### src/retx_regs.vh
`ifndef RETX_REGS_VH
`define RETX_REGS_VH
// ----------------------------------------
// Register offsets (word index on plain port)
// ----------------------------------------
`define REG_CTRL 4'h0
`define REG_STATUS 4'h1
`define REG_TX_MEM 4'h2
`define REG_SENT_CNT 4'h3
`define REG_DROP_CNT 4'h4
`define REG_ID 4'h5
// ----------------------------------------
// Control fields
// ----------------------------------------
`define CTRL_STRIP_BIT 0
`define CTRL_TXCRC_BIT 1
`define CTRL_DROPERR_BIT 2
`define CTRL_ENABLE_BIT 3
`define CTRL_RESET_VAL 32'h0000_0000
// Transmit share of buffer memory in MB after reset
`define TX_MEM_RESET_MB 16'h0010
// ----------------------------------------
// Record header layout (first 64-bit word)
// ----------------------------------------
`define HDR_LEN_LSB 0
`define HDR_LEN_MSB 15
`define HDR_PORT_LSB 16
`define HDR_PORT_MSB 17
`define HDR_RXERR_BIT 24
`define HDR_TYPE_LSB 32
`define HDR_TYPE_MSB 39
`define CRC_BYTES 16'h0004
`define WORD_BYTES 16'h0008
`define CRC_POLY 32'hedb8_8320
`define CRC_INIT 32'hffff_ffff
`endif

### src/record_retransmit_engine.v
`timescale 1ns/100ps
`include "retx_regs.vh"
module record_retransmit_engine #(
  parameter NPORT = 4, // Number of network ports
  parameter [31:0] ID_VALUE = 32'h0000_0a5a // Arbitrary identification value
) (
  input wire ref_clk, // 10 MHz clock
  input wire rstn, // Async reset, active low
  input wire ce, // Clock enable, freezes all state
  input wire [3:0] reg_addr, // Register word index
  input wire [31:0] reg_wdata, // Register write data
  input wire reg_wr, // Write strobe
  input wire reg_rd, // Read strobe
  output reg [31:0] reg_rdata_ff, // Read data, cycle after strobe
  input wire rec_valid, // Record word valid
  input wire [63:0] rec_data, // Record word
  input wire rec_last, // Last word of record
  output wire rec_ready, // Engine takes word
  input wire capture_active, // Receive path capturing
  output reg [NPORT-1:0] tx_valid_ff, // Byte valid per port
  output reg [7:0] tx_data_ff, // Byte to the selected port
  output reg tx_last_ff, // Last byte of frame
  input wire [NPORT-1:0] tx_ready // Port accepts byte
);
  // ----------------------------------------
  // States
  // ----------------------------------------
  localparam [2:0] S_HDR = 3'h0;
  localparam [2:0] S_LOAD = 3'h1;
  localparam [2:0] S_BYTE = 3'h2;
  localparam [2:0] S_CRC = 3'h3;
  localparam [2:0] S_DROP = 3'h4;

  reg [2:0] state_ff, nxt_state;
  reg [31:0] ctrl_ff;
  reg [15:0] tx_mem_ff;
  reg [31:0] sent_cnt_ff, drop_cnt_ff;
  reg [1:0] port_ff, nxt_port;
  reg [15:0] remain_ff, nxt_remain; // Payload bytes still to send
  reg [15:0] words_ff, nxt_words; // Record bytes still to take, counted down eight per word
  reg [63:0] shift_ff, nxt_shift;
  reg [2:0] lane_ff, nxt_lane;
  reg [1:0] crc_idx_ff, nxt_crc_idx;
  reg slot_ff, nxt_slot;
  reg load_wait_ff;
  reg load_hold_ff; // Store read data ready to load
  reg strip_lat_ff, txcrc_lat_ff, nxt_strip_lat, nxt_txcrc_lat;

  wire strip_opt = ctrl_ff[`CTRL_STRIP_BIT];
  wire txcrc_opt = ctrl_ff[`CTRL_TXCRC_BIT];
  wire droperr_opt = ctrl_ff[`CTRL_DROPERR_BIT];
  wire eng_en = ctrl_ff[`CTRL_ENABLE_BIT];
  wire [31:0] crc_val;
  wire [63:0] stage_q;

  // Header decode is used in more than one place
  function [15:0] hdr_len;
    input [63:0] h;
    begin
      hdr_len = h[`HDR_LEN_MSB:`HDR_LEN_LSB];
    end
  endfunction

  function [1:0] hdr_port;
    input [63:0] h;
    begin
      hdr_port = h[`HDR_PORT_MSB:`HDR_PORT_LSB];
    end
  endfunction

  // ----------------------------------------
  // Register port
  // ----------------------------------------
  // Split register is software-owned; hardware never locks it, host keeps it stable
  always @(posedge ref_clk or negedge rstn) begin
    if (!rstn) begin
      ctrl_ff <= `CTRL_RESET_VAL;
      tx_mem_ff <= `TX_MEM_RESET_MB;
      reg_rdata_ff <= 32'h0000_0000;
    end else if (ce) begin
      if (reg_wr) begin
        if (reg_addr == `REG_CTRL) begin
          ctrl_ff <= {28'h000_0000, reg_wdata[3:0]};
        end
        if (reg_addr == `REG_TX_MEM) begin
          tx_mem_ff <= reg_wdata[15:0];
        end
      end
      // Status shows the framer state for bring-up, not for flow control
      if (reg_rd) begin
        case (reg_addr)
          `REG_CTRL: reg_rdata_ff <= ctrl_ff;
          `REG_STATUS: reg_rdata_ff <= {24'h00_0000, capture_active, 4'h0, state_ff};
          `REG_TX_MEM: reg_rdata_ff <= {16'h0000, tx_mem_ff};
          `REG_SENT_CNT: reg_rdata_ff <= sent_cnt_ff;
          `REG_DROP_CNT: reg_rdata_ff <= drop_cnt_ff;
          `REG_ID: reg_rdata_ff <= ID_VALUE;
          default: reg_rdata_ff <= 32'h0000_0000;
        endcase
      end else begin
        reg_rdata_ff <= 32'h0000_0000;
      end
    end
  end

  // ----------------------------------------
  // Record intake and framing
  // ----------------------------------------
  // Capture path is a separate block; nothing here stalls it.
  // Every take goes through rec_ready, so clearing enable or ce
  // mid-record can never consume a word the host still holds
  wire rec_take = rec_valid && rec_ready;
  wire hdr_take = (state_ff == S_HDR) && rec_take;
  wire word_take = (state_ff == S_LOAD) && rec_take;
  wire drop_take = (state_ff == S_DROP) && rec_take;
  assign rec_ready = ce && eng_en && ((state_ff == S_HDR) || (state_ff == S_DROP) ||
                     ((state_ff == S_LOAD) && !load_wait_ff && !load_hold_ff));

  // One-hot port decode; a port number beyond NPORT selects
  // nothing, so such a record stalls instead of going astray
  wire [NPORT-1:0] port_sel;
  genvar gi;
  generate
    for (gi = 0; gi < NPORT; gi = gi + 1) begin : g_port_sel
      localparam [31:0] PNUM = gi;
      assign port_sel[gi] = (port_ff == PNUM[1:0]);
    end
  endgenerate

  // Only the one selected port is ever driven.
  wire port_rdy = |(tx_ready & port_sel);
  wire byte_go = (state_ff == S_BYTE) && port_rdy;
  wire crc_go = (state_ff == S_CRC) && port_rdy;

  word_stage #(.DW(64)) u_stage (
    .ref_clk(ref_clk),
    .rstn(rstn),
    .ce(ce),
    .wr_en(word_take),
    .wr_addr(slot_ff),
    .wr_data(rec_data),
    .rd_addr(slot_ff),
    .rd_data_ff(stage_q)
  );

  crc32_unit u_crc (
    .ref_clk(ref_clk),
    .rstn(rstn),
    .ce(ce),
    .init(hdr_take),
    .in_valid(byte_go),
    .in_byte(shift_ff[7:0]),
    .crc_out(crc_val)
  );

  // Next-state logic for the framer
  always @* begin
    nxt_state = state_ff;
    nxt_port = port_ff;
    nxt_remain = remain_ff;
    nxt_words = words_ff;
    nxt_shift = shift_ff;
    nxt_lane = lane_ff;
    nxt_crc_idx = crc_idx_ff;
    nxt_slot = slot_ff;
    nxt_strip_lat = strip_lat_ff;
    nxt_txcrc_lat = txcrc_lat_ff;
    case (state_ff)
      S_HDR: begin
        if (hdr_take) begin
          nxt_port = hdr_port(rec_data);
          nxt_words = hdr_len(rec_data) - `WORD_BYTES;
          nxt_strip_lat = strip_opt;
          nxt_txcrc_lat = txcrc_opt;
          // Frame shortened by four bytes when stripping.
          nxt_remain = hdr_len(rec_data) - `WORD_BYTES - (strip_opt ? `CRC_BYTES : 16'h0000);
          // Header-only record: nothing to send
          if (rec_last) begin
            nxt_state = S_HDR;
          end else if (droperr_opt && rec_data[`HDR_RXERR_BIT]) begin
            nxt_state = S_DROP;
          end else begin
            nxt_state = S_LOAD;
          end
        end
      end
      S_DROP: begin
        // Swallow the rest of the record, CRC tail included
        if (drop_take && rec_last) begin
          nxt_state = S_HDR;
        end
      end
      S_LOAD: begin
        // Two cycles after a take: one writes the store, one lets
        // its registered read present the new word
        if (load_hold_ff) begin
          nxt_shift = stage_q;
          nxt_lane = 3'h0;
          nxt_state = S_BYTE;
        end else if (word_take) begin
          nxt_words = words_ff - `WORD_BYTES;
        end
      end
      S_BYTE: begin
        // A stalled port simply holds the byte; nothing is skipped
        if (byte_go) begin
          nxt_shift = {8'h00, shift_ff[63:8]};
          nxt_lane = lane_ff + 3'h1;
          nxt_remain = remain_ff - 16'h0001;
          if (remain_ff == 16'h0001) begin
            // Trailing supplied CRC bytes, if any, are simply not sent.
            nxt_crc_idx = 2'h0;
            nxt_state = txcrc_lat_ff ? S_CRC : (words_ff == 16'h0000 ? S_HDR : S_DROP);
          end else if (lane_ff == 3'h7) begin
            nxt_slot = ~slot_ff;
            nxt_state = S_LOAD;
          end
        end
      end
      S_CRC: begin
        // Four fresh CRC bytes, low byte first
        if (crc_go) begin
          nxt_crc_idx = crc_idx_ff + 2'h1;
          if (crc_idx_ff == 2'h3) begin
            nxt_state = (words_ff == 16'h0000) ? S_HDR : S_DROP;
          end
        end
      end
      default: nxt_state = S_HDR;
    endcase
  end

  // Byte picked from the fresh CRC, low byte first
  wire [7:0] crc_byte = crc_val[{crc_idx_ff, 3'h0} +: 8];
  wire frame_end = (byte_go && remain_ff == 16'h0001 && !txcrc_lat_ff) ||
                   (crc_go && crc_idx_ff == 2'h3);

  // State and output registers
  always @(posedge ref_clk or negedge rstn) begin
    if (!rstn) begin
      state_ff <= S_HDR;
      port_ff <= 2'h0;
      remain_ff <= 16'h0000;
      words_ff <= 16'h0000;
      shift_ff <= 64'h0000_0000_0000_0000;
      lane_ff <= 3'h0;
      crc_idx_ff <= 2'h0;
      slot_ff <= 1'b0;
      load_wait_ff <= 1'b0;
      load_hold_ff <= 1'b0;
      strip_lat_ff <= 1'b0;
      txcrc_lat_ff <= 1'b0;
      tx_valid_ff <= {NPORT{1'b0}};
      tx_data_ff <= 8'h00;
      tx_last_ff <= 1'b0;
      sent_cnt_ff <= 32'h0000_0000;
      drop_cnt_ff <= 32'h0000_0000;
    end else if (ce) begin
      state_ff <= nxt_state;
      port_ff <= nxt_port;
      remain_ff <= nxt_remain;
      words_ff <= nxt_words;
      shift_ff <= nxt_shift;
      lane_ff <= nxt_lane;
      crc_idx_ff <= nxt_crc_idx;
      slot_ff <= nxt_slot;
      strip_lat_ff <= nxt_strip_lat;
      txcrc_lat_ff <= nxt_txcrc_lat;
      // Two cycles for the store write and its registered read
      load_wait_ff <= word_take;
      load_hold_ff <= load_wait_ff;
      // Bytes go out whenever the port is ready, no pacing.
      tx_valid_ff <= {NPORT{1'b0}};
      tx_last_ff <= 1'b0;
      if (byte_go || crc_go) begin
        tx_valid_ff <= port_sel;
        tx_data_ff <= byte_go ? shift_ff[7:0] : crc_byte;
        tx_last_ff <= frame_end;
      end
      if (frame_end) begin
        sent_cnt_ff <= sent_cnt_ff + 32'h0000_0001;
      end
      if (hdr_take && droperr_opt && rec_data[`HDR_RXERR_BIT]) begin
        drop_cnt_ff <= drop_cnt_ff + 32'h0000_0001;
      end
    end
  end
endmodule // record_retransmit_engine

### src/crc32_unit.v
`timescale 1ns/100ps
// ----------------------------------------
// Byte-wise Ethernet CRC32 accumulator
// ----------------------------------------
`include "retx_regs.vh"
module crc32_unit (
  input wire ref_clk, // Clock
  input wire rstn, // Async reset, active low
  input wire ce, // Clock enable
  input wire init, // Restart CRC
  input wire in_valid, // Byte valid
  input wire [7:0] in_byte, // Data byte
  output wire [31:0] crc_out // Final CRC, already inverted
);
  reg [31:0] crc_ff;

  function [31:0] crc_step;
    input [31:0] c;
    input [7:0] b;
    integer i;
    reg [31:0] t;
    begin
      t = c ^ {24'h00_0000, b};
      for (i = 0; i < 8; i = i + 1) begin
        t = t[0] ? ((t >> 1) ^ `CRC_POLY) : (t >> 1);
      end
      crc_step = t;
    end
  endfunction

  // Accumulate; init wins so each frame starts clean
  always @(posedge ref_clk or negedge rstn) begin
    if (!rstn) begin
      crc_ff <= `CRC_INIT;
    end else if (ce) begin
      if (init) begin
        crc_ff <= `CRC_INIT;
      end else if (in_valid) begin
        crc_ff <= crc_step(crc_ff, in_byte);
      end
    end
  end

  assign crc_out = ~crc_ff;
endmodule // crc32_unit

### src/word_stage.v
`timescale 1ns/100ps
// ----------------------------------------
// Two-entry record word store, registered read
// ----------------------------------------
module word_stage #(
  parameter DW = 64 // Word width
) (
  input wire ref_clk, // Clock
  input wire rstn, // Async reset, active low
  input wire ce, // Clock enable
  input wire wr_en, // Write strobe
  input wire wr_addr, // Write slot
  input wire [DW-1:0] wr_data, // Write data
  input wire rd_addr, // Read slot
  output reg [DW-1:0] rd_data_ff // Registered read data
);
  reg [DW-1:0] mem_ff [0:1];

  // Small store; read data always registered
  always @(posedge ref_clk or negedge rstn) begin
    if (!rstn) begin
      mem_ff[0] <= {DW{1'b0}};
      mem_ff[1] <= {DW{1'b0}};
      rd_data_ff <= {DW{1'b0}};
    end else if (ce) begin
      if (wr_en) begin
        mem_ff[wr_addr] <= wr_data;
      end
      rd_data_ff <= mem_ff[rd_addr];
    end
  end
endmodule // word_stage

### config.mk
export PLATFORM = sky130hd
export DESIGN_NAME = record_retransmit_engine
export DESIGN_NICKNAME = d
export VERILOG_FILES = /design/src/record_retransmit_engine.v /design/src/crc32_unit.v /design/src/word_stage.v
export VERILOG_INCLUDE_DIRS = /design/src
export SDC_FILE = /design/constraint.sdc
export NUM_CORES = 1
export LEC_CHECK = 0
export ABC_AREA = 1
export BUFFER_PORTS_ARGS = -buffer_cell sky130_fd_sc_hd__buf_2
export CAP_MARGIN = 20
export CORE_MARGIN = 2
export CORE_UTILIZATION = 45
export DETAILED_ROUTE_END_ITERATION = 7
export PLACE_DENSITY = 0.65
export SLEW_MARGIN = 20
export SYNTH_ARGS = -nofsm -noshare
export SYNTH_HDL_FRONTEND = slang
export SYNTH_SLANG_ARGS = --single-unit
### constraint.sdc
create_clock -name ref_clk -period 1.8 [get_ports ref_clk]
set_clock_uncertainty 0.05 [all_clocks]
set_input_delay 0.09 -clock ref_clk [delete_from_list [all_inputs] [get_ports ref_clk]]
set_output_delay 0.09 -clock ref_clk [all_outputs]
set_load 0.01 [all_outputs]
==> flow_metrics.tcl <==
set metrics [dict create \
    avgSynthCellArea_um2 8.14 \
    worstPathMaxFanout 7 \
    cts.clk_slew.worst_paths_ns 0.07 \
    critPathLaunch "state_ff[2]" \
    antenna_found_initial 0 \
    synth_top_cell_area_share 0.468 \
    gp_congestion 0.897 \
    post_drt_wl_per_cell_um 19.1 \
    maxCapViolCount 0 \
    yosys.area_share.xor_xnor 0.0509 \
    via_count 22100 \
    crit_type "flop to flop" \
    drt-vias-per-instance 5.46 \
    dpl.hpwl_mm 46.8 \
    period_share 1.19 \
    peakVddDrop_mv 1.18 \
    htreeDepth 2 \
    io_pins 158 \
    seq_area_frac_synth 0.506 \
    die_y_um 230 \
    powerDensity_nw_per_um2 1480 \
    globalRouteOverflowTotal 0 \
    wl_mm 77.1 \
    drtIter0Drc 1829 \
    synth_top_family_by_area "simple AND/OR/NAND/NOR gates" \
    crit_path_cell_trace "buf_6 -> nor2_4 -> inv_2 -> nor2_4 -> buf_6 -> nand2_8 -> a21boi_4 -> buf_12 -> clkbuf_16 -> clkbuf_16 -> o211ai_1 -> o21ai_1" \
    grt_pass1_wl_mm 109 \
    firstDrtPassIters 6 \
    synth_edf_count 0 \
    yosysMostFrequentCell "nand2_1" \
    synth.area.top_cells "dfrtp_1 (47%), nand2_1 (11%), o21ai_0 (7.0%), inv_1 (4.9%), xor2_1 (4.0%)" \
    crit_family "buffers and inverters" \
    crit_path_start_kind "flop" \
    synth_mux_area_frac 0.00686 \
    synth_fa_ha_area_frac 0.00708 \
    slew_headroom 0.466 \
    hold_viol_final 0 \
    ctsRootBufferMaster "clkbuf_16" \
    die-area_um2 52900 \
    core_um2 50300 \
    synthToLayoutAreaGrowth_pct 39.1 \
    initial_core_util 0.457 \
    drc 0 \
    row_count 82 \
    clk_latency_ns 0.61 \
    crit_path_end_kind "flop" \
    syn_inst 2825 \
    r2r-start "state_ff[2]" \
    cts_tree "done" \
    ys_ff_latch 463 \
    period_minus_slack_ns 2.14 \
    crit_required_ns 2.30 \
    pre_cts_ws_ns -0.259 \
    synth-warning-count 0 \
    grt_pass1_vias 20700 \
    ant_nets 0 \
    grt_max_degree 98 \
    p_leak_nw 15.1 \
    critical-path-slowest-cell "dfrtp_2" \
    synthArstFlopShare 1.00 \
    worstPathArrival_ns 2.64 \
    synthTopCellsByCount "nand2_1 (674), dfrtp_1 (430), o21ai_0 (320)" \
    hp-class "primary input to flop" \
    synth_simple_gate_area_frac 0.200 \
    violations "negative setup slack" \
    syn_area_um2 23000 \
    critPathMaxStageDelay_ns 0.42 \
    hold_start "reg_addr[3]" \
    syn_nets 2950 \
    timing.setup.tns_ns -71.05 \
    nets 3452 \
    cts_sinks 463 \
    fmax_mhz 468 \
    drv_slew 0 \
    synth_compound_area_frac 0.154 \
    rsz0062_at_grt "true" \
    numPortBuffers 141 \
    setup_slack_ns -0.337 \
    worst_pin_slew_ns 0.801 \
    synth_top_flop_cell "dfrtp_1" \
    setup_violations 344 \
    grt_usage 0.255 \
    path_buf_inv 6 \
    yosysTopAreaCell "dfrtp_1" \
    synth.distinct_cells 49 \
    cts_buffer_depth 3 \
    drive_gt1_frac 0.266 \
    status "complete, but fails checks" \
    die_w_um 230 \
    numCtsBuffers 51 \
]
[layer usage]
metal  wire length [um]  global-route usage  vias up
met1              32800               0.352    10900
met3               4840              0.0435      178
li1                   -                   -    10300
met2              37000               0.416      764
met4               2410              0.0677        0
met5                  0                   0        -
[worst min-delay path: stages]
cell,delay (ns)
buf_2,0.13
nor2_1,0.06
o211ai_1,0.13
buf_12,0.17
o21ai_0,0.09
[repair_timing]
item | CTS | global route
cloned | 0 | 44
gates resized for setup | 31 | 471
pin swaps | 8 | 54
buffers inserted | 2 | 57
endpoints found under the setup margin | 331 | 341
endpoints found under the hold margin | 640 | 0
hold buffers | 93 | 0
[flip-flops by register name, indices dropped and copies added, names as in the netlist]
| name | count |
|---|---|
| tx_last_ff | 1 |
| lane_ff | 3 |
| port_ff | 2 |
| ctrl_ff | 4 |
| shift_ff | 64 |
| tx_mem_ff | 16 |
| tx_valid_ff | 4 |
| u_stage.mem_ff | 128 |
| slot_ff | 1 |
| u_stage.rd_data_ff | 64 |
| words_ff | 16 |
| state_ff | 3 |
| txcrc_lat_ff | 1 |
| reg_rdata_ff | 32 |
| load_wait_ff | 1 |
| crc_idx_ff | 2 |
| load_hold_ff | 1 |
| tx_data_ff | 8 |
| u_crc.crc_ff | 32 |
| remain_ff | 16 |
| drop_cnt_ff | 32 |
| sent_cnt_ff | 32 |
[worst paths after layout]
kind | end | slack [ns] | cells after the start
worst max-delay path | shift_ff[49] | -0.34 | 12
worst min-delay path | reg_rdata_ff[13] | 0.05 | 5
worst max register to register | shift_ff[49] | -0.34 | 12
worst min register to register | sent_cnt_ff[31] | 0.43 | 2
max in group asynchronous | remain_ff[11] | 0.65 | 3
min in group asynchronous | u_crc.crc_ff[29] | 0.11 | 2
[through the flow]
stage / hold slack, ns / power (mW) / std cells / utilization / instance area [um^2]
3_5_place_dp: -0.0740 / 30.5 / 3753 / 0.522 / 26200
2_1_floorplan: -0.256 / 24.2 / 2825 / - / 23100
4_1_cts: 0.0170 / 42.3 / 3942 / 0.579 / 29100
5_1_grt: 0.0622 / 49.7 / 4040 / 0.636 / 32000
3_3_place_gp: -0.0683 / 30.1 / 3753 / 0.522 / 26200
6_report: 0.0508 / 47.3 / 4041 / 0.636 / 32000
[where the power goes]
part | leakage (nW) | internal, mW | switching [mW]
logic | 8.31 | 9.36 | 11.3
clock network | 0.887 | 6.64 | 4.49
registers | 5.91 | 13.5 | 1.96
total | 15.1 | 29.5 | 17.7
[cells in the final DEF (no fill, tap or decap), types with 8 or more instances in the layout]
cell type,synthesis,routed
o22ai_1,30,28
dfstp_2,33,33
clkbuf_8,0,14
xnor2_1,24,18
nand2_2,1,37
buf_12,0,33
a221oi_1,8,8
o211ai_1,72,72
nor4_1,11,9
buf_8,0,17
nor2_4,1,20
xor2_1,104,96
clkbuf_16,0,82
a21oi_1,50,41
o21ai_2,2,57
nor3_1,44,37
a21oi_2,1,8
buf_2,43,138
o21ai_0,320,216
nand3_2,1,22
dlygate4sd3_1,0,93
mux2_2,14,14
ha_1,13,10
o21ai_1,135,182
nor2_2,1,11
nand4_1,24,24
nand2_4,0,26
nor2_1,214,185
nand3_1,132,107
buf_4,6,225
clkinv_2,0,14
dfrtp_1,430,427
buf_6,0,48
inv_2,4,14
inv_1,300,282
nand2_1,674,607
[cell type report]
class | count | area (um^2)
fillers | 4172 | 18300
flip-flops and latches | 463 | 11600
multi-input cells | 1918 | 10900
repair buffers | 588 | 5630
clock buffers | 68 | 1480
inverters | 305 | 1180
well taps | 672 | 841
clock inverters | 26 | 313
diodes | 1 | 2.50
[cells by family (layout without fill, tap and decap cells)]
family | after synthesis | count (layout)
XOR/XNOR | 131 | 131
AO/OA/AOI/OAI | 640 | 640
flip-flops | 463 | 463
buffers and inverters | 444 | 987
other | 0 | 1
multiplexers | 14 | 14
AND/OR/NAND/NOR | 1120 | 1120
adder cells (fa/ha/maj) | 13 | 13
(Power assumes the default switching activity.)
